**src/lbrc_pkg.sv**
```systemverilog
// package: register map, field layout, reset values and ramp-time table
package lbrc_pkg;

    // ==========================================================
    // register offsets
    localparam logic [7:0] ADDR_REVISION = 8'h00;
    localparam logic [7:0] ADDR_SOFT_RESET = 8'h01;
    localparam logic [7:0] ADDR_HV_ROUTING = 8'h10;
    localparam logic [7:0] ADDR_LV_ROUTING = 8'h11;
    localparam logic [7:0] ADDR_ONOFF_A = 8'h12;
    localparam logic [7:0] ADDR_ONOFF_B = 8'h13;
    localparam logic [7:0] ADDR_ONOFF_C = 8'h14;
    localparam logic [7:0] ADDR_ONOFF_H = 8'h19;
    localparam logic [7:0] ADDR_AB_RUNTIME = 8'h1A;
    localparam logic [7:0] ADDR_AB_SELECT = 8'h1B;
    localparam logic [7:0] ADDR_CDE_RUNTIME = 8'h1C;
    localparam logic [7:0] ADDR_FGH_RUNTIME = 8'h1D;
    localparam logic [7:0] ADDR_DITHER_MAP = 8'h1F;

    // ==========================================================
    // writable-bit masks and the read-only revision mask; everything else reads zero
    localparam logic [7:0] MASK_REVISION = 8'h0F;
    localparam logic [7:0] MASK_HV_ROUTING = 8'h07;
    localparam logic [7:0] MASK_LV_ROUTING = 8'h36;
    localparam logic [7:0] MASK_WIDE_RAMP = 8'hFF;
    localparam logic [7:0] MASK_NARROW_RAMP = 8'h77;
    localparam logic [7:0] MASK_AB_SELECT = 8'h0F;
    localparam logic [7:0] MASK_DITHER_MAP = 8'h0F;

    // ==========================================================
    // reset values
    localparam logic [7:0] RST_HV_ROUTING = 8'h06;
    localparam logic [7:0] RST_LV_ROUTING = 8'h36;
    localparam logic [7:0] RST_RAMP = 8'h00;
    localparam logic [7:0] RST_AB_SELECT = 8'h00;
    localparam logic [7:0] RST_DITHER_MAP = 8'h00;

    // ==========================================================
    // field positions
    localparam int SOFT_RESET_BIT = 0;
    localparam int UP_LSB = 4;
    localparam int DOWN_LSB = 0;
    localparam int SEL_A_LSB = 0;
    localparam int SEL_B_LSB = 2;
    localparam int MAP_AB_BIT = 0;
    localparam int MAP_CH_BIT = 1;
    localparam int DITHER_A_BIT = 2;
    localparam int DITHER_B_BIT = 3;
    localparam int NUM_NARROW_BANKS = 6;

    // ==========================================================
    // ramp selector codes
    localparam logic [1:0] SEL_RUNTIME = 2'h0;
    localparam logic [1:0] SEL_ONOFF = 2'h1;

    // ==========================================================
    // ramp-time table in microseconds
    localparam int unsigned RAMP_US_0 = 2048;
    localparam int unsigned RAMP_US_1 = 262000;
    localparam int unsigned RAMP_US_2 = 524000;
    localparam int unsigned RAMP_US_3 = 1049000;
    localparam int unsigned RAMP_US_4 = 2097000;
    localparam int unsigned RAMP_US_5 = 4194000;
    localparam int unsigned RAMP_US_6 = 8389000;
    localparam int unsigned RAMP_US_7 = 16780000;
    localparam int unsigned RAMP_US_8 = 33550000;
    localparam int unsigned RAMP_US_9 = 41940000;
    localparam int unsigned RAMP_US_10 = 50330000;
    localparam int unsigned RAMP_US_11 = 58720000;
    localparam int unsigned RAMP_US_12 = 67110000;
    localparam int unsigned RAMP_US_13 = 83880000;
    localparam int unsigned RAMP_US_14 = 100660000;
    localparam int unsigned RAMP_US_15 = 117440000;

    // ==========================================================
    // resolved ramp setting for one bank
    typedef struct packed {
        logic disabled;
        logic [3:0] up_code;
        logic [3:0] down_code;
    } lbrc_ramp_s;

    // register port
    typedef struct packed {
        logic wr;
        logic rd;
        logic [7:0] addr;
        logic [7:0] wdata;
    } lbrc_req_s;

endpackage

```
**src/lbrc_top.sv**
```systemverilog
// led bank routing and ramp configuration register bank
//
// Operation
// - the revision register returns a fixed 4-bit revision in bits 3:0, upper bits zero.
// - writing one to bit 0 of the reset register starts a software reset and the bit then clears.
// - each high-voltage sink has a bank A/B select bit, sink 1 defaulting to A and sinks 2, 3 to B.
// - low-voltage sink 6 selects F or H by bit 5 and sink 5 F or G by bit 4, defaults H and G.
// - low-voltage sink 3 selects C or E by bit 2 and sink 2 C or D by bit 1, defaults E and D.
// - banks A and B hold a 4-bit start-up code in 7:4 and a 4-bit shutdown code in 3:0.
// - banks C to H hold a 3-bit start-up code in 6:4 and a 3-bit shutdown code in 2:0.
// - a shared A/B run-time register holds a 4-bit ramp-up and 4-bit ramp-down code.
// - a 2-bit selector per bank A/B picks run-time times, start/shutdown times, or no ramp.
// - banks C-E and F-H each share a run-time register of 3-bit up and down codes.
// - bank A and B dithering runs while their disable bits are zero.
// - mapping is exponential when zero and linear when one, for A/B and for C-H.
//
// Decided for this implementation: the plain strobed port.
`timescale 1ns/1ps

module lbrc_top #(
    parameter logic [3:0] SILICON_REV = 4'h1 // arbitrary revision value
) (
    input wire logic clk_sys,
    input wire logic rst,
    input wire logic [7:0] reg_addr,
    input wire logic [7:0] reg_wdata,
    input wire logic reg_wr,
    input wire logic reg_rd,
    output logic [7:0] reg_rdata,
    output logic soft_reset_pulse,
    output logic [2:0] hv_sink_to_bank_b,
    output logic [3:0] lv_sink_select,
    output lbrc_pkg::lbrc_ramp_s [7:0] onoff_ramp,
    output lbrc_pkg::lbrc_ramp_s [7:0] active_ramp,
    output logic dither_a_en,
    output logic dither_b_en,
    output logic map_ab_linear,
    output logic map_ch_linear
);

    // ==========================================================
    // state
    typedef struct packed {
        logic [7:0] rdata;
        logic srst;
        logic [7:0] hv_route;
        logic [7:0] lv_route;
        logic [7:0][7:0] onoff;
        logic [7:0] ab_run;
        logic [7:0] ab_sel;
        logic [7:0] cde_run;
        logic [7:0] fgh_run;
        logic [7:0] dmap;
        logic dith_a_en;
        logic dith_b_en;
        lbrc_pkg::lbrc_ramp_s [7:0] onoff_o;
        lbrc_pkg::lbrc_ramp_s [7:0] active_o;
    } lbrc_state_s;

    lbrc_state_s st_q;
    lbrc_state_s st_d;

    // ==========================================================
    // helpers
    function automatic lbrc_pkg::lbrc_ramp_s lbrc_ramp(
        input logic dis, input logic [7:0] r);
        lbrc_pkg::lbrc_ramp_s v;
        v.disabled = dis;
        v.up_code = r[lbrc_pkg::UP_LSB +: 4];
        v.down_code = r[lbrc_pkg::DOWN_LSB +: 4];
        return v;
    endfunction

    function automatic lbrc_pkg::lbrc_ramp_s lbrc_select(
        input logic [1:0] sel, input logic [7:0] run,
        input logic [7:0] onoff);
        lbrc_pkg::lbrc_ramp_s v;
        v = lbrc_ramp(1'b0, run);
        case (sel)
            lbrc_pkg::SEL_RUNTIME: v = lbrc_ramp(1'b0, run);
            lbrc_pkg::SEL_ONOFF: v = lbrc_ramp(1'b0, onoff);
            default: v = lbrc_ramp(1'b1, 8'h00);
        endcase
        return v;
    endfunction

    // ==========================================================
    // next state
    always_comb begin
        int i;
        logic [7:0] idx;
        i = 0;
        idx = 8'h00;
        st_d = st_q;
        st_d.srst = 1'b0;
        if (st_q.srst) begin
            // a software reset clears the ramp codes and selectors
            for (i = 0; i < 8; i++) begin
                st_d.onoff[i] = lbrc_pkg::RST_RAMP;
            end
            st_d.ab_run = lbrc_pkg::RST_RAMP;
            st_d.cde_run = lbrc_pkg::RST_RAMP;
            st_d.fgh_run = lbrc_pkg::RST_RAMP;
            st_d.ab_sel = lbrc_pkg::RST_AB_SELECT;
            st_d.hv_route = lbrc_pkg::RST_HV_ROUTING;
            st_d.lv_route = lbrc_pkg::RST_LV_ROUTING;
            st_d.dmap = lbrc_pkg::RST_DITHER_MAP;
        end else if (reg_wr) begin
            case (reg_addr)
                lbrc_pkg::ADDR_SOFT_RESET:
                    st_d.srst = reg_wdata[lbrc_pkg::SOFT_RESET_BIT];
                lbrc_pkg::ADDR_HV_ROUTING:
                    st_d.hv_route = reg_wdata & lbrc_pkg::MASK_HV_ROUTING;
                lbrc_pkg::ADDR_LV_ROUTING:
                    st_d.lv_route = reg_wdata & lbrc_pkg::MASK_LV_ROUTING;
                lbrc_pkg::ADDR_ONOFF_A, lbrc_pkg::ADDR_ONOFF_B: begin
                    idx = reg_addr - lbrc_pkg::ADDR_ONOFF_A;
                    st_d.onoff[idx[2:0]] = reg_wdata & lbrc_pkg::MASK_WIDE_RAMP;
                end
                lbrc_pkg::ADDR_AB_RUNTIME:
                    st_d.ab_run = reg_wdata & lbrc_pkg::MASK_WIDE_RAMP;
                lbrc_pkg::ADDR_AB_SELECT:
                    st_d.ab_sel = reg_wdata & lbrc_pkg::MASK_AB_SELECT;
                lbrc_pkg::ADDR_CDE_RUNTIME:
                    st_d.cde_run = reg_wdata & lbrc_pkg::MASK_NARROW_RAMP;
                lbrc_pkg::ADDR_FGH_RUNTIME:
                    st_d.fgh_run = reg_wdata & lbrc_pkg::MASK_NARROW_RAMP;
                lbrc_pkg::ADDR_DITHER_MAP:
                    st_d.dmap = reg_wdata & lbrc_pkg::MASK_DITHER_MAP;
                default: begin
                    if (reg_addr >= lbrc_pkg::ADDR_ONOFF_C &&
                        reg_addr <= lbrc_pkg::ADDR_ONOFF_H) begin
                        idx = reg_addr - lbrc_pkg::ADDR_ONOFF_A;
                        st_d.onoff[idx[2:0]] =
                            reg_wdata & lbrc_pkg::MASK_NARROW_RAMP;
                    end
                end
            endcase
        end

        // enables kept as flops so the pins carry no inverter
        st_d.dith_a_en = ~st_d.dmap[lbrc_pkg::DITHER_A_BIT];
        st_d.dith_b_en = ~st_d.dmap[lbrc_pkg::DITHER_B_BIT];

        // read data: valid the cycle after the strobe only
        st_d.rdata = 8'h00;
        if (reg_rd) begin
            case (reg_addr)
                lbrc_pkg::ADDR_REVISION:
                    st_d.rdata = {4'h0, SILICON_REV} & lbrc_pkg::MASK_REVISION;
                lbrc_pkg::ADDR_SOFT_RESET: st_d.rdata = {7'h00, st_q.srst};
                lbrc_pkg::ADDR_HV_ROUTING: st_d.rdata = st_q.hv_route;
                lbrc_pkg::ADDR_LV_ROUTING: st_d.rdata = st_q.lv_route;
                lbrc_pkg::ADDR_AB_RUNTIME: st_d.rdata = st_q.ab_run;
                lbrc_pkg::ADDR_AB_SELECT: st_d.rdata = st_q.ab_sel;
                lbrc_pkg::ADDR_CDE_RUNTIME: st_d.rdata = st_q.cde_run;
                lbrc_pkg::ADDR_FGH_RUNTIME: st_d.rdata = st_q.fgh_run;
                lbrc_pkg::ADDR_DITHER_MAP: st_d.rdata = st_q.dmap;
                default: begin
                    // unmapped and reserved addresses read zero
                    if (reg_addr >= lbrc_pkg::ADDR_ONOFF_A &&
                        reg_addr <= lbrc_pkg::ADDR_ONOFF_H) begin
                        idx = reg_addr - lbrc_pkg::ADDR_ONOFF_A;
                        st_d.rdata = st_q.onoff[idx[2:0]];
                    end
                end
            endcase
        end

        // decoded ramp settings per bank, registered for clean outputs
        for (i = 0; i < 8; i++) begin
            st_d.onoff_o[i] = lbrc_ramp(1'b0, st_q.onoff[i]);
        end
        st_d.active_o[0] = lbrc_select(st_q.ab_sel[lbrc_pkg::SEL_A_LSB +: 2],
            st_q.ab_run, st_q.onoff[0]);
        st_d.active_o[1] = lbrc_select(st_q.ab_sel[lbrc_pkg::SEL_B_LSB +: 2],
            st_q.ab_run, st_q.onoff[1]);
        for (i = 2; i < 5; i++) begin
            st_d.active_o[i] = lbrc_ramp(1'b0, st_q.cde_run);
        end
        for (i = 5; i < 8; i++) begin
            st_d.active_o[i] = lbrc_ramp(1'b0, st_q.fgh_run);
        end
    end

    // ==========================================================
    // registers
    always_ff @(posedge clk_sys) begin
        if (rst) begin
            st_q <= '0;
            st_q.hv_route <= lbrc_pkg::RST_HV_ROUTING;
            st_q.lv_route <= lbrc_pkg::RST_LV_ROUTING;
            st_q.dith_a_en <= 1'b1;
            st_q.dith_b_en <= 1'b1;
        end else begin
            st_q <= st_d;
        end
    end

    // ==========================================================
    // outputs, all from flip-flops
    assign reg_rdata = st_q.rdata;
    assign soft_reset_pulse = st_q.srst;
    assign hv_sink_to_bank_b = st_q.hv_route[2:0];
    assign lv_sink_select = {st_q.lv_route[5:4], st_q.lv_route[2:1]};
    assign onoff_ramp = st_q.onoff_o;
    assign active_ramp = st_q.active_o;
    assign dither_a_en = st_q.dith_a_en;
    assign dither_b_en = st_q.dith_b_en;
    assign map_ab_linear = st_q.dmap[lbrc_pkg::MAP_AB_BIT];
    assign map_ch_linear = st_q.dmap[lbrc_pkg::MAP_CH_BIT];

endmodule

```
**config.mk**
```make
export PLATFORM = sky130hd
export DESIGN_NAME = lbrc_top
export DESIGN_NICKNAME = d
export VERILOG_FILES = /design/src/lbrc_pkg.sv /design/src/lbrc_top.sv
export SDC_FILE = /design/constraint.sdc
export NUM_CORES = 1
export LEC_CHECK = 0
export BUFFER_PORTS_ARGS = -buffer_cell sky130_fd_sc_hd__buf_2
export CORE_MARGIN = 1
export CORE_UTILIZATION = 45
export CTS_CLUSTER_DIAMETER = 50
export CTS_CLUSTER_SIZE = 20
export DETAILED_ROUTE_END_ITERATION = 8
export PLACE_DENSITY = 0.67
export SETUP_SLACK_MARGIN = 0.02
export SLEW_MARGIN = 20
export SYNTH_ARGS = -nofsm -noshare
export SYNTH_HDL_FRONTEND = slang
export SYNTH_SLANG_ARGS = --single-unit
```
**constraint.sdc**
```tcl
create_clock -name clk_sys -period 8.4 [get_ports clk_sys]
set_input_delay 1.68 -clock clk_sys [delete_from_list [all_inputs] [get_ports clk_sys]]
set_output_delay 1.68 -clock clk_sys [all_outputs]
set_load 0.03 [all_outputs]
```
**Yosys cells after proc, flatten, opt, wreduce, memory -nomap -nowiden**

Cells that the tools add are included.

- Flip-flop bits (word level): 218
- Input bits: 20
- Output and inout bits: 164
- Logic and storage cells: 125

- Add/sub/neg operators: 1
- Magnitude comparators: 5
- Equality and inequality tests: 12
- Muxes and demuxes: 21
- Bitwise logic cells: 6
- Reductions and logical operators: 20

Operator list:

| kind | number |
|---|---|
| bitwise mux 64 bit | 2 |
| case mux 64 bit (2 select lines) | 1 |
| two-way mux 120 bit | 1 |
| two-way mux 115 bit | 1 |
| == test 8 x 5 -> 1 bit (second input constant) | 9 |
| case mux 8 bit (9 select lines) | 1 |
| two-way mux 64 bit | 1 |
| case mux 9 bit (2 select lines) | 2 |
| two-way mux 8 bit | 4 |
| binary-select mux 8 bit (select 3 bit) | 1 |
| demux 8 bit (select 3 bit) | 1 |
| greater-or-equal comparator 8 x 5 -> 1 bit (second input constant) | 2 |
| two-way mux 7 bit | 2 |
| AND reduction 2 bit | 7 |
| == test 8 x 1 -> 1 bit (second input constant) | 1 |
| less-or-equal comparator 8 x 5 -> 1 bit (second input constant) | 1 |
| logical NOT 8 bit | 1 |
| two-way mux 4 bit | 2 |
| OR reduction 8 bit | 1 |
| two-way mux 6 bit | 1 |
| inverter 1 bit | 6 |
| OR reduction 2 bit | 3 |
| == test 2 x 1 -> 1 bit (second input constant) | 2 |
| logical NOT 2 bit | 2 |
| other kinds (8) | 10 |

**Longest topological paths before layout**

Gate-level depths: netlist of run 1.

- Depth after elaboration: 11
- Gate-level depth with buffers: 11
- Mapped depth without buffers: 6

**Worst setup path after synthesis of run 1**

No wires, ideal clock.

- Path kind: input-to-reg
- Start: in reg_addr[1]
- End: reg st_q, in the netlist reg_rdata[1]
- Setup time: 125 ps
- Data arrival time: 3747 ps
- Data required time: 8275 ps
- Path slack: 4528 ps
- Stages: 11
- Path buffers: 5
- Cell sequence: buf_2 > buf_2 > clkbuf_1 > inv_1 > ha_1 > clkbuf_1 > buf_2 > mux2i_1 > nand3_1 > nand4b_4 > nand3_1

- Longest elaborated chain between the ends: 5
- Elaborated cells between the ends (all ways): 17
- Classes of those cells: add/sub (1); order compare (2); eq/ne (8); mux (4); reduce/logical (2)

Ends and longest elaborated chain:

| what | line | source |
|---|---|---|
| from (decl) | lbrc_top.sv:25 | `input wire logic [7:0] reg_addr,` |
| subtractor 3 x 2 -> 3 bit | lbrc_top.sv:163 | `idx = reg_addr - lbrc_pkg::ADDR_ONOFF_A;` |
| binary-select mux 8 bit (select 3 bit) | lbrc_top.sv:164 | `st_d.rdata = st_q.onoff[idx[2:0]];` |
| two-way mux 8 bit (not written as such) | lbrc_top.sv:164 |  |
| two-way mux 8 bit | lbrc_top.sv:161 | `if (reg_addr >= lbrc_pkg::ADDR_ONOFF_A &&` |
| case mux 8 bit (9 select lines) (*) | lbrc_top.sv:148 | `case (reg_addr)` |
| to (signal assigned) | lbrc_top.sv:196 | `st_q <= st_d;` |
| to (decl) | lbrc_top.sv:60 | `lbrc_state_s st_q;` |

Every way passes the cells marked *; elsewhere a longest branch is shown, timed or not. The select of a mux whose other input is x is not followed.
A chain may end at the register's enable or synchronous reset.

==> results of run 1 <==
routing by layer:
| metal | up-vias | track usage | wire length [um] |
|---|---|---|---|
| met5 | - | 0 | 0 |
| met1 | 3033 | 0.288 | 9880 |
| met2 | 264 | 0.332 | 10100 |
| met4 | 0 | 0.0565 | 423 |
| li1 | 3038 | - | - |
| met3 | 36 | 0.0417 | 1620 |
cell usage after synthesis (2+ instances only):
master      n
o21ai_0    41
inv_1       6
a32o_1      4
buf_4     159
buf_1       2
nor4b_2     2
nand3b_1    2
dfxtp_1   204
o21ai_1     5
o32a_1      2
o22ai_1     6
and2_0      3
and2_1      3
mux4_2     12
a32oi_1     3
nand3_2     2
nand3_1    45
or2_2       3
nor2_1     50
or3_1       2
nand4_2     2
buf_2       9
clkbuf_1   54
o211ai_1   11
or4_1       2
a21oi_1    35
nand2b_1    4
a22oi_1     9
ha_1        5
nor3b_1     2
and3_1      8
o221ai_1    3
nand4_1    11
nand2_1    49
mux2i_1    81
nor3_1      5
nor2b_1    85
mux2_2      5
cells in the final DEF, fill, tap and decap left out, types with 4 or more instances in the layout:
cell type,n
conb_1,26
ha_1,5
nor2b_1,85
clkbuf_16,21
mux2_2,5
o21ai_1,5
nand2b_1,4
nor2_1,49
buf_4,5
inv_1,6
mux2i_1,81
nand2_1,49
mux4_2,12
o22ai_1,6
buf_2,157
a21oi_1,35
nor3_1,5
dfxtp_1,204
nand4_1,11
o211ai_1,11
and3_1,8
nand3_1,45
o21ai_0,41
a22oi_1,9
a32o_1,4
cells by family after synthesis:
group,after synthesis
mux,98
flops,204
simple gates,291
fa+ha+maj,5
compound gates,122
other cells,1
buf+inv,231
through the flow:
step	cell area, um2	setup WS (ns)	cells	hold slack [ns]
floorplan	9200	4.53	977	0.441
detailed placement	8910	4.05	1179	0.473
global route	9670	4.35	1215	0.489
finish	9670	4.52	1215	0.482
global placement	8910	4.13	1179	0.470
CTS	9670	4.58	1215	0.483
worst max-delay path, cell delays in order:
cell and delay (ns):
buf_2 0.68, ha_1 0.33, nor3_1 0.09, nor4_4 0.70
nand2_1 0.39, a32o_1 0.35
power groups by stage:
stage,Clock [mW],Combinational (mW),Sequential (mW)
after detailed placement,0,0.105,0.991
after CTS,1.02,0.105,0.968
after global placement,0,0.104,0.991
final,0.996,0.107,0.968
after floorplan,0,0.0894,0.991
after global routing,1.06,0.114,0.968
how the worst max path moves through the flow:
stage | startpoint | slack, ns | to
2_1_floorplan | reg_addr[1] | 4.53 | reg_rdata[1]
3_3_place_gp | reg_addr[1] | 4.13 | flip-flop
3_5_place_dp | reg_addr[1] | 4.05 | flip-flop
4_1_cts | reg_addr[1] | 4.58 | flip-flop
5_1_grt | reg_addr[1] | 4.35 | flip-flop
6_report | reg_addr[1] | 4.52 | flip-flop
final cells by class:
class,instances,area share
Clock buffer,22,0.0558
Sequential cell,204,0.423
Tap cell,265,0.0343
Timing Repair Buffer,162,0.0852
Multi-Input combinational cell,542,0.378
Clock inverter,14,0.0219
Inverter,6,0.00233
==> impl_metrics.xml, run 1 <==
<?xml version="1.0" encoding="UTF-8"?>
<metrics>
  <group name="synthesis">
    <metric name="synth_xor_xnor_area_share" unit="">0</metric>
    <metric name="synth_mux_area_frac" unit="">0.125</metric>
    <metric name="synth-compound-area-share" unit="">0.0800</metric>
    <metric name="post_synth_and_or_nand_nor_area_fraction" unit="">0.177</metric>
    <metric name="yosysTopAreaCellShare" unit="">0.448</metric>
    <metric name="dominant_combinational_cell_family_by_area_after_synthesis" unit="">simple AND/OR/NAND/NOR gates</metric>
    <metric name="ys_ff_latch" unit="">204</metric>
    <metric name="post_synth_instance_area" unit="mm2">0.00911</metric>
    <metric name="synthCells" unit="">952</metric>
    <metric name="synthesis.yosys.warnings" unit="">0</metric>
    <metric name="library_cell_occupying_the_most_area_in_the_post_synthesis_netlist" unit="">dfxtp_1</metric>
    <metric name="synth_area_leaders" unit="">dfxtp_1, buf_4, mux2i_1</metric>
    <metric name="yosys_cell_types" unit="">54</metric>
    <metric name="ys_dominant_reg_cell" unit="">dfxtp_1</metric>
    <metric name="synth-edff-count" unit="">0</metric>
    <metric name="post_synth_fa_ha_maj_area_fraction" unit="">0.00687</metric>
    <metric name="yosysSeqAreaShare" unit="">0.448</metric>
    <metric name="ys_async_sr_fraction" unit="">0</metric>
    <metric name="post_synthesis_area_per_instance" unit="um2">9.57</metric>
  </group>
  <group name="worst_setup_path">
    <metric name="reg2reg_setup_slack" unit="ns">6.60</metric>
    <metric name="critPathArrivalTime" unit="ns">4.28</metric>
    <metric name="worstSetupEndpointType" unit="">flip-flop</metric>
    <metric name="rr_worst_depth" unit="">4</metric>
    <metric name="worst_r2r_endpoint" unit="">st_d[77]</metric>
    <metric name="setup.worst_path.start_class" unit="">input pin</metric>
    <metric name="worstReg2RegStart" unit="">soft_reset_pulse</metric>
    <metric name="timing.setup.critical_path_class" unit="">in -&gt; reg</metric>
    <metric name="crit_fanout" unit="">37</metric>
    <metric name="crit_required" unit="ns">8.79</metric>
  </group>
  <group name="timing">
    <metric name="fin_skew" unit="ns">0.0127</metric>
    <metric name="final-setup-viol-count" unit="">0</metric>
    <metric name="fmaxAchievable" unit="GHz">0.258</metric>
    <metric name="report.final.slew_viol_count" unit="">0</metric>
    <metric name="rsz0062_at_grt" unit="">no</metric>
    <metric name="hold_viol_final" unit="">0</metric>
    <metric name="post-route-min-period" unit="ns">3.88</metric>
    <metric name="worst_pin_slew" unit="ns">0.946</metric>
    <metric name="post-route-period-util" unit="">0.462</metric>
    <metric name="worst_slew_margin_rel" unit="">0.369</metric>
    <metric name="fin_setup_tns" unit="ns">0</metric>
  </group>
  <group name="power_and_ir_drop">
    <metric name="static-leakage-power" unit="nW">4.34</metric>
    <metric name="clockPowerShare" unit="">0.481</metric>
    <metric name="netSwitchingFraction" unit="">0.252</metric>
    <metric name="power.sequential.fraction" unit="">0.467</metric>
    <metric name="internal-power" unit="mW">1.55</metric>
    <metric name="vdd_ir_drop_max" unit="uV">106</metric>
    <metric name="total_switching_power" unit="mW">0.522</metric>
    <metric name="power_density" unit="mW/mm2">214</metric>
    <metric name="power" unit="mW">2.07</metric>
    <metric name="p_comb_frac" unit="">0.052</metric>
  </group>
  <group name="hold_path">
    <metric name="whs_endpoint" unit="">active_ramp[69]</metric>
    <metric name="hold_path.startpoint" unit="">st_d[51]</metric>
    <metric name="hold_class" unit="">reg -&gt; reg</metric>
    <metric name="whs_path_depth" unit="">1</metric>
  </group>
  <group name="route">
    <metric name="detail_route.wl_per_cell" unit="um">18.1</metric>
    <metric name="routed_wirelength" unit="mm">22.1</metric>
    <metric name="drt_first_iter_violations" unit="">499</metric>
    <metric name="final_antenna_net_count" unit="">0</metric>
    <metric name="drt-vias-per-instance" unit="">5.24</metric>
    <metric name="dr_total_vias" unit="">6371</metric>
    <metric name="drtPass1Iterations" unit="">5</metric>
    <metric name="remaining_drc_errors" unit="">0</metric>
  </group>
  <group name="final_layout">
    <metric name="drive_gt1_frac" unit="">0.244</metric>
    <metric name="areaGrowthSynthToFinish" unit="%">6.14</metric>
    <metric name="ant_cells" unit="">0</metric>
    <metric name="core_occupancy_in_the_finished_layout" unit="">0.492</metric>
    <metric name="regArea" unit="mm2">0.00408</metric>
    <metric name="multi_input_area" unit="mm2">0.00365</metric>
    <metric name="fillerInstances" unit="">1856</metric>
    <metric name="layout.nets" unit="">961</metric>
  </group>
  <group name="global_route">
    <metric name="total_grt_usage" unit="">0.209</metric>
    <metric name="antenna_found_initial" unit="">0</metric>
    <metric name="pin_count_of_the_biggest_net_entering_global_routing" unit="">63</metric>
    <metric name="gr-total-overflow" unit="">0</metric>
    <metric name="grt_first_pass_wirelength" unit="mm">32.9</metric>
    <metric name="first_global_vias" unit="">5675</metric>
  </group>
  <group name="floorplan">
    <metric name="chipWidth" unit="um">144</metric>
    <metric name="initial_core_util" unit="">0.463</metric>
    <metric name="die_h" unit="um">144</metric>
    <metric name="io_pins" unit="">184</metric>
    <metric name="rows" unit="">51</metric>
    <metric name="die_area" unit="mm2">0.0208</metric>
    <metric name="core-area" unit="mm2">0.0197</metric>
  </group>
  <group name="job">
    <metric name="drv_cap" unit="">0</metric>
  </group>
  <group name="cts">
    <metric name="tritoncts_clock_tree" unit="">built</metric>
    <metric name="cts-buffers-inserted" unit="">20</metric>
    <metric name="clk_latency" unit="ns">0.50</metric>
    <metric name="numClockSinks" unit="">204</metric>
    <metric name="cts_setup_buffers" unit="">0</metric>
    <metric name="cts_max_level" unit="">1</metric>
    <metric name="cts_hold_repair.buffers" unit="">0</metric>
    <metric name="cts_resized" unit="">0</metric>
    <metric name="cts_max_path_buffers" unit="">3</metric>
    <metric name="clock_tree.root_cell" unit="">clkbuf_16</metric>
    <metric name="clock_pin_slew_on_the_worst_setup_and_hold_paths" unit="ns">0.08</metric>
  </group>
  <group name="placed_design">
    <metric name="gp_congestion" unit="">0.849</metric>
    <metric name="place.port_buffers" unit="">157</metric>
    <metric name="detailedPlacementHpwl" unit="mm">15.6</metric>
  </group>
  <group name="status">
    <metric name="outcome" unit="">finished clean</metric>
  </group>
</metrics>
(Power assumes the default switching activity.)
==> inputs of run 2 (changes only) <==
clock period = 3.6 ns   (was 8.4 ns; I/O delays follow)
==> run 2 against run 1 <==
  * Utilization rose by 0.38 points
  * Cell count rose by 1.2%
  * Sequential share of layout area fell by 0.32 points
  * Highest routed layer unchanged
==> impl_metrics.xml, run 2 (synthesis gave the netlist of run 1 again) <==
<?xml version="1.0" encoding="UTF-8"?>
<metrics>
  <group name="cts">
    <metric name="clk_latency" unit="ns">0.52</metric>
    <metric name="tritoncts_clock_tree" unit="">built</metric>
    <metric name="cts_resized" unit="">0</metric>
    <metric name="cts_max_path_buffers" unit="">3</metric>
    <metric name="cts_max_level" unit="">1</metric>
    <metric name="cts-buffers-inserted" unit="">21</metric>
    <metric name="numClockSinks" unit="">204</metric>
    <metric name="cts_hold_repair.buffers" unit="">0</metric>
    <metric name="clock_tree.root_cell" unit="">clkbuf_16</metric>
    <metric name="cts_setup_buffers" unit="">0</metric>
    <metric name="clock_pin_slew_on_the_worst_setup_and_hold_paths" unit="ns">0.06</metric>
  </group>
  <group name="timing">
    <metric name="post-route-period-util" unit="">0.628</metric>
    <metric name="worst_pin_slew" unit="ns">0.848</metric>
    <metric name="final-setup-viol-count" unit="">0</metric>
    <metric name="fin_skew" unit="ns">0.0221</metric>
    <metric name="worst_slew_margin_rel" unit="">0.429</metric>
    <metric name="report.final.slew_viol_count" unit="">0</metric>
    <metric name="fmaxAchievable" unit="GHz">0.442</metric>
    <metric name="post-route-min-period" unit="ns">2.26</metric>
    <metric name="fin_setup_tns" unit="ns">0</metric>
    <metric name="hold_viol_final" unit="">0</metric>
    <metric name="rsz0062_at_grt" unit="">no</metric>
  </group>
  <group name="floorplan">
    <metric name="initial_core_util" unit="">0.463</metric>
    <metric name="die_area" unit="mm2">0.0208</metric>
    <metric name="io_pins" unit="">184</metric>
    <metric name="rows" unit="">51</metric>
    <metric name="chipWidth" unit="um">144</metric>
    <metric name="core-area" unit="mm2">0.0197</metric>
    <metric name="die_h" unit="um">144</metric>
  </group>
  <group name="final_layout">
    <metric name="mostFrequentLayoutCells" unit="">dfxtp_1, buf_2, nor2b_1</metric>
    <metric name="most_common_cell_after_layout_fill_and_taps_aside" unit="">dfxtp_1</metric>
    <metric name="design_area" unit="mm2">0.00974</metric>
    <metric name="areaGrowthSynthToFinish" unit="%">6.95</metric>
    <metric name="layout.nets" unit="">974</metric>
    <metric name="ant_cells" unit="">0</metric>
    <metric name="drive_gt1_frac" unit="">0.252</metric>
  </group>
  <group name="route">
    <metric name="drtPass1Iterations" unit="">5</metric>
    <metric name="dr_total_vias" unit="">6342</metric>
    <metric name="detailroute.wirelength.met2" unit="mm">9.99</metric>
    <metric name="drt_first_iter_violations" unit="">611</metric>
    <metric name="routed_wirelength" unit="mm">22.6</metric>
    <metric name="remaining_drc_errors" unit="">0</metric>
    <metric name="final_antenna_net_count" unit="">0</metric>
    <metric name="detail_route.wl_per_cell" unit="um">18.4</metric>
    <metric name="met3WireLength" unit="mm">1.91</metric>
    <metric name="drt-vias-per-instance" unit="">5.16</metric>
    <metric name="m1WireLength" unit="mm">10.0</metric>
    <metric name="route.top_layer_used" unit="">met4</metric>
  </group>
  <group name="worst_setup_path">
    <metric name="worstSetupEndpointType" unit="">flip-flop</metric>
    <metric name="worst_path_buffer_plus_inverter_count" unit="">3</metric>
    <metric name="cpLargestDelayFamily" unit="">buffers and inverters</metric>
    <metric name="critPathArrivalTime" unit="ns">2.63</metric>
    <metric name="crit_fanout" unit="">25</metric>
    <metric name="cpPeakStageDelay" unit="ns">0.63</metric>
    <metric name="timing.setup.critical_path_class" unit="">in -&gt; reg</metric>
    <metric name="crit_required" unit="ns">3.97</metric>
    <metric name="setup.worst_path.start_class" unit="">input pin</metric>
    <metric name="critPathSlowestCell" unit="">ha_1</metric>
    <metric name="timing.critical_path.cells" unit="">buf_2 &gt; inv_1 &gt; ha_1 &gt; buf_4 &gt; mux2i_1 &gt; nand2_1 &gt; nand4_1 &gt; a31oi_1</metric>
  </group>
  <group name="job">
    <metric name="drv_cap" unit="">0</metric>
  </group>
  <group name="placed_design">
    <metric name="detailedPlacementHpwl" unit="mm">16.2</metric>
    <metric name="gp_congestion" unit="">0.921</metric>
    <metric name="placed_cell_area" unit="mm2">0.00900</metric>
    <metric name="place.port_buffers" unit="">157</metric>
  </group>
  <group name="global_route">
    <metric name="antenna_found_initial" unit="">1</metric>
    <metric name="total_grt_usage" unit="">0.220</metric>
    <metric name="gr-total-overflow" unit="">0</metric>
    <metric name="pin_count_of_the_biggest_net_entering_global_routing" unit="">81</metric>
    <metric name="first_global_vias" unit="">5973</metric>
    <metric name="grt_first_pass_wirelength" unit="mm">34.7</metric>
  </group>
  <group name="status">
    <metric name="outcome" unit="">finished clean</metric>
  </group>
  <group name="power_and_ir_drop">
    <metric name="static-leakage-power" unit="nW">4.39</metric>
    <metric name="vdd_ir_drop_max" unit="uV">326</metric>
    <metric name="power_density" unit="mW/mm2">494</metric>
  </group>
  <group name="hold_path">
    <metric name="hold_class" unit="">reg -&gt; reg</metric>
  </group>
</metrics>
## run 2: cell count changes in the layout (fill, tap and decap cells not counted)
| cell | change |
|---|---|
| buf_4 | +12 |
| clkbuf_1 | +3 |
| inv_6 | +3 |
| inv_8 | -3 |
| inv_16 | -2 |
| bufinv_16 | +1 |
| clkbuf_8 | +1 |
| clkinv_4 | +1 |
| clkinv_8 | -1 |
| inv_12 | -1 |
## run 2: worst paths after layout
| check | start | end | slack (ns) | cells after the start |
|---|---|---|---|---|
| worst max register to register | soft_reset_pulse | map_ch_linear | 1.99 | 3 |
| worst max-delay path | reg_addr[1] | reg_rdata[0] | 1.34 | 8 |
| worst min-delay path | hv_sink_to_bank_b[0] | hv_sink_to_bank_b[0] | 0.48 | 2 |
| worst min register to register | hv_sink_to_bank_b[0] | hv_sink_to_bank_b[0] | 0.48 | 2 |
## run 2: through the flow
step	util	setup slack (ns)	total power [mW]	hold WS, ns	std cells
floorplan	-	0.688	2.52	0.441	977
global placement	0.458	0.910	2.57	0.465	1191
detailed placement	0.458	0.860	2.57	0.468	1191
CTS	0.496	1.38	4.86	0.475	1229
global route	0.496	1.18	4.98	0.481	1229
finish	0.496	1.34	4.82	0.478	1229
## run 2: power by group
part / internal, mW / leakage (nW) / switching, mW
registers: 2.26 / 1.64 / 0.00226
clock network: 1.36 / 0.352 / 0.940
logic: 0.0623 / 2.39 / 0.197
total: 3.68 / 4.39 / 1.14
## run 2: final cells by class
type / count / area [um2]
inverter: 6 / 22.5
timing repair buffer: 174 / 913
sequential: 204 / 4080
tap: 265 / 332
fill: 1887 / 9910
multi-input combinational: 542 / 3650
clock buffer: 26 / 564
clock inverter: 12 / 170
## run 2: worst register-to-register path, stage by stage (launching register included)
cell and delay [ns]:
dfxtp_1 0.48, or2_2 0.40, buf_4 0.47, nor2_1 0.11
## run 2: metal layers
metal  track usage  vias up
met5             0        -
met4        0.0737        0
met3        0.0414       48
met2         0.345      292
met1         0.303     2949
li1              -     3053
==> inputs of run 3 (changes only) <==
clock period = 2.1 ns   (was 3.6 ns; I/O delays follow)
==> run 3 against run 2 <==
  * Sequential share of layout area shrank 0.89 points
  * Die area is the same
  * Non-clock buffer count grew 25
  * Global-route usage shrank 0.21 points
  * Cell area grew 2.2%
  * Critical path type unchanged
  * Utilization grew 1.1 points
  * Via count grew 2.6%
  * Clock skew shrank 0.0039 ns
  * Sequential power grew 71%
  * Cell count grew 1.9%
==> impl_metrics.xml, run 3 (synthesis gave the netlist of run 1 again) <==
<?xml version="1.0" encoding="UTF-8"?>
<metrics>
  <group name="floorplan">
    <metric name="die_area" unit="mm2">0.0208</metric>
    <metric name="core-area" unit="mm2">0.0197</metric>
    <metric name="io_pins" unit="">184</metric>
    <metric name="die_h" unit="um">144</metric>
    <metric name="rows" unit="">51</metric>
    <metric name="chipWidth" unit="um">144</metric>
    <metric name="initial_core_util" unit="">0.463</metric>
  </group>
  <group name="cts">
    <metric name="cts_max_level" unit="">1</metric>
    <metric name="cts-buffers-inserted" unit="">20</metric>
    <metric name="clock_pin_slew_on_the_worst_setup_and_hold_paths" unit="ns">0.07</metric>
    <metric name="cts_max_path_buffers" unit="">3</metric>
    <metric name="cts_hold_repair.buffers" unit="">0</metric>
    <metric name="clk_latency" unit="ns">0.51</metric>
    <metric name="clock_tree.root_cell" unit="">clkbuf_16</metric>
    <metric name="tritoncts_clock_tree" unit="">built</metric>
    <metric name="numClockSinks" unit="">204</metric>
    <metric name="cts_resized" unit="">0</metric>
    <metric name="cts_setup_buffers" unit="">0</metric>
  </group>
  <group name="final_layout">
    <metric name="areaGrowthSynthToFinish" unit="%">9.27</metric>
    <metric name="ant_cells" unit="">0</metric>
    <metric name="drive_gt1_frac" unit="">0.273</metric>
    <metric name="layoutNonFillerInstCount" unit="">1252</metric>
    <metric name="most_common_cell_after_layout_fill_and_taps_aside" unit="">dfxtp_1</metric>
    <metric name="design_area" unit="mm2">0.00995</metric>
    <metric name="mostFrequentLayoutCells" unit="">dfxtp_1, buf_2, nor2b_1</metric>
    <metric name="layout.nets" unit="">998</metric>
    <metric name="core_occupancy_in_the_finished_layout" unit="">0.506</metric>
  </group>
  <group name="timing">
    <metric name="worst_slew_margin_rel" unit="">0.545</metric>
    <metric name="fin_skew" unit="ns">0.0183</metric>
    <metric name="post-route-min-period" unit="ns">1.66</metric>
    <metric name="post-route-period-util" unit="">0.790</metric>
    <metric name="final-setup-viol-count" unit="">0</metric>
    <metric name="hold_viol_final" unit="">0</metric>
    <metric name="fmaxAchievable" unit="GHz">0.602</metric>
    <metric name="worst_pin_slew" unit="ns">0.682</metric>
    <metric name="holdWs" unit="ns">0.202</metric>
    <metric name="rsz0062_at_grt" unit="">no</metric>
    <metric name="report.final.slew_viol_count" unit="">0</metric>
  </group>
  <group name="worst_setup_path">
    <metric name="worst_path_buffer_plus_inverter_count" unit="">2</metric>
    <metric name="crit_required" unit="ns">2.50</metric>
    <metric name="cpLargestDelayFamily" unit="">simple AND/OR/NAND/NOR gates</metric>
    <metric name="worstSetupEndpointType" unit="">flip-flop</metric>
    <metric name="timing.critical_path.cells" unit="">buf_2 &gt; or4b_4 &gt; or4_1 &gt; buf_4 &gt; o22ai_1</metric>
    <metric name="reg2reg_setup_slack" unit="ns">0.61</metric>
    <metric name="crit_fanout" unit="">3</metric>
    <metric name="cpPeakStageDelay" unit="ns">0.60</metric>
    <metric name="setup.worst_path.start_class" unit="">input pin</metric>
    <metric name="critPathSlowestCell" unit="">or4_1</metric>
    <metric name="timing.setup.critical_path_class" unit="">in -&gt; reg</metric>
    <metric name="critPathArrivalTime" unit="ns">2.06</metric>
  </group>
  <group name="global_route">
    <metric name="total_grt_usage" unit="">0.218</metric>
    <metric name="grt_first_pass_wirelength" unit="mm">34.6</metric>
    <metric name="pin_count_of_the_biggest_net_entering_global_routing" unit="">62</metric>
    <metric name="first_global_vias" unit="">6001</metric>
    <metric name="gr-total-overflow" unit="">0</metric>
    <metric name="antenna_found_initial" unit="">1</metric>
  </group>
  <group name="route">
    <metric name="routed_wirelength" unit="mm">22.6</metric>
    <metric name="dr_total_vias" unit="">6506</metric>
    <metric name="drt-vias-per-instance" unit="">5.20</metric>
    <metric name="detail_route.wl_per_cell" unit="um">18.0</metric>
    <metric name="remaining_drc_errors" unit="">0</metric>
    <metric name="final_antenna_net_count" unit="">0</metric>
    <metric name="drtPass1Iterations" unit="">5</metric>
    <metric name="drt_first_iter_violations" unit="">500</metric>
  </group>
  <group name="placed_design">
    <metric name="place.port_buffers" unit="">157</metric>
    <metric name="placed_cell_area" unit="mm2">0.00925</metric>
    <metric name="detailedPlacementHpwl" unit="mm">16.2</metric>
    <metric name="dp.cells" unit="">1216</metric>
    <metric name="gp_congestion" unit="">0.904</metric>
  </group>
  <group name="hold_path">
    <metric name="hold_class" unit="">in -&gt; reg</metric>
  </group>
  <group name="power_and_ir_drop">
    <metric name="vdd_ir_drop_max" unit="uV">418</metric>
    <metric name="power_density" unit="mW/mm2">810</metric>
    <metric name="static-leakage-power" unit="nW">4.51</metric>
    <metric name="power" unit="mW">8.06</metric>
  </group>
  <group name="status">
    <metric name="outcome" unit="">finished clean</metric>
  </group>
  <group name="job">
    <metric name="drv_cap" unit="">0</metric>
  </group>
</metrics>
==> run 3: cell count changes in the layout (fill, tap and decap cells not counted), sizes merged <==
cell / previous run / this run
bufinv: 3 / 0
clkinvlp: 2 / 0
clkbuf: 26 / 22
buf: 174 / 199
clkinv: 3 / 10
==> run 3: layout make-up <==
class / instances / area, um2
Sequential cell: 204 / 4080
Clock inverter: 14 / 174
Clock buffer: 22 / 529
Multi-Input combinational cell: 542 / 3660
Timing Repair Buffer: 199 / 1150
Inverter: 6 / 22.5
Fill cell: 1894 / 9700
Tap cell: 265 / 332
==> run 3: where the power goes <==
part	internal (mW)	switching, mW
Combinational	0.134	0.348
Sequential	3.87	0.00348
Clock	1.95	1.75
==> run 3: worst paths after layout <==
| path | cells past startpoint | endpoint | from |
|---|---|---|---|
| max | 5 | reg_rdata[5] | reg_addr[6] |
| min | 3 | st_q[185] | reg_wdata[7] |
| max reg2reg | 3 | st_d[90] | soft_reset_pulse |
| min reg2reg | 1 | onoff_ramp[64] | st_d[136] |
==> run 3: metrics by stage <==
step	TNS, ns	worst slack [ns]
6_report	0	0.440
5_1_grt	0	0.359
4_1_cts	0	0.466
3_5_place_dp	-0.0257	-0.0257
3_3_place_gp	-0.00707	-0.00707
2_1_floorplan	0	0.0108
==> run 3: metal layers <==
metal | vias to the layer above | track usage | wire (um)
li1 | 3101 | - | -
met1 | 3103 | 0.305 | 10200
met2 | 257 | 0.340 | 10100
met3 | 45 | 0.0374 | 1590
met4 | 0 | 0.0704 | 629
met5 | - | 0 | 0
==> run 3: tightest hold or removal path: stages <==
cell and delay, ns:
buf_2 0.10, mux2i_1 0.06, nor2_1 0.08
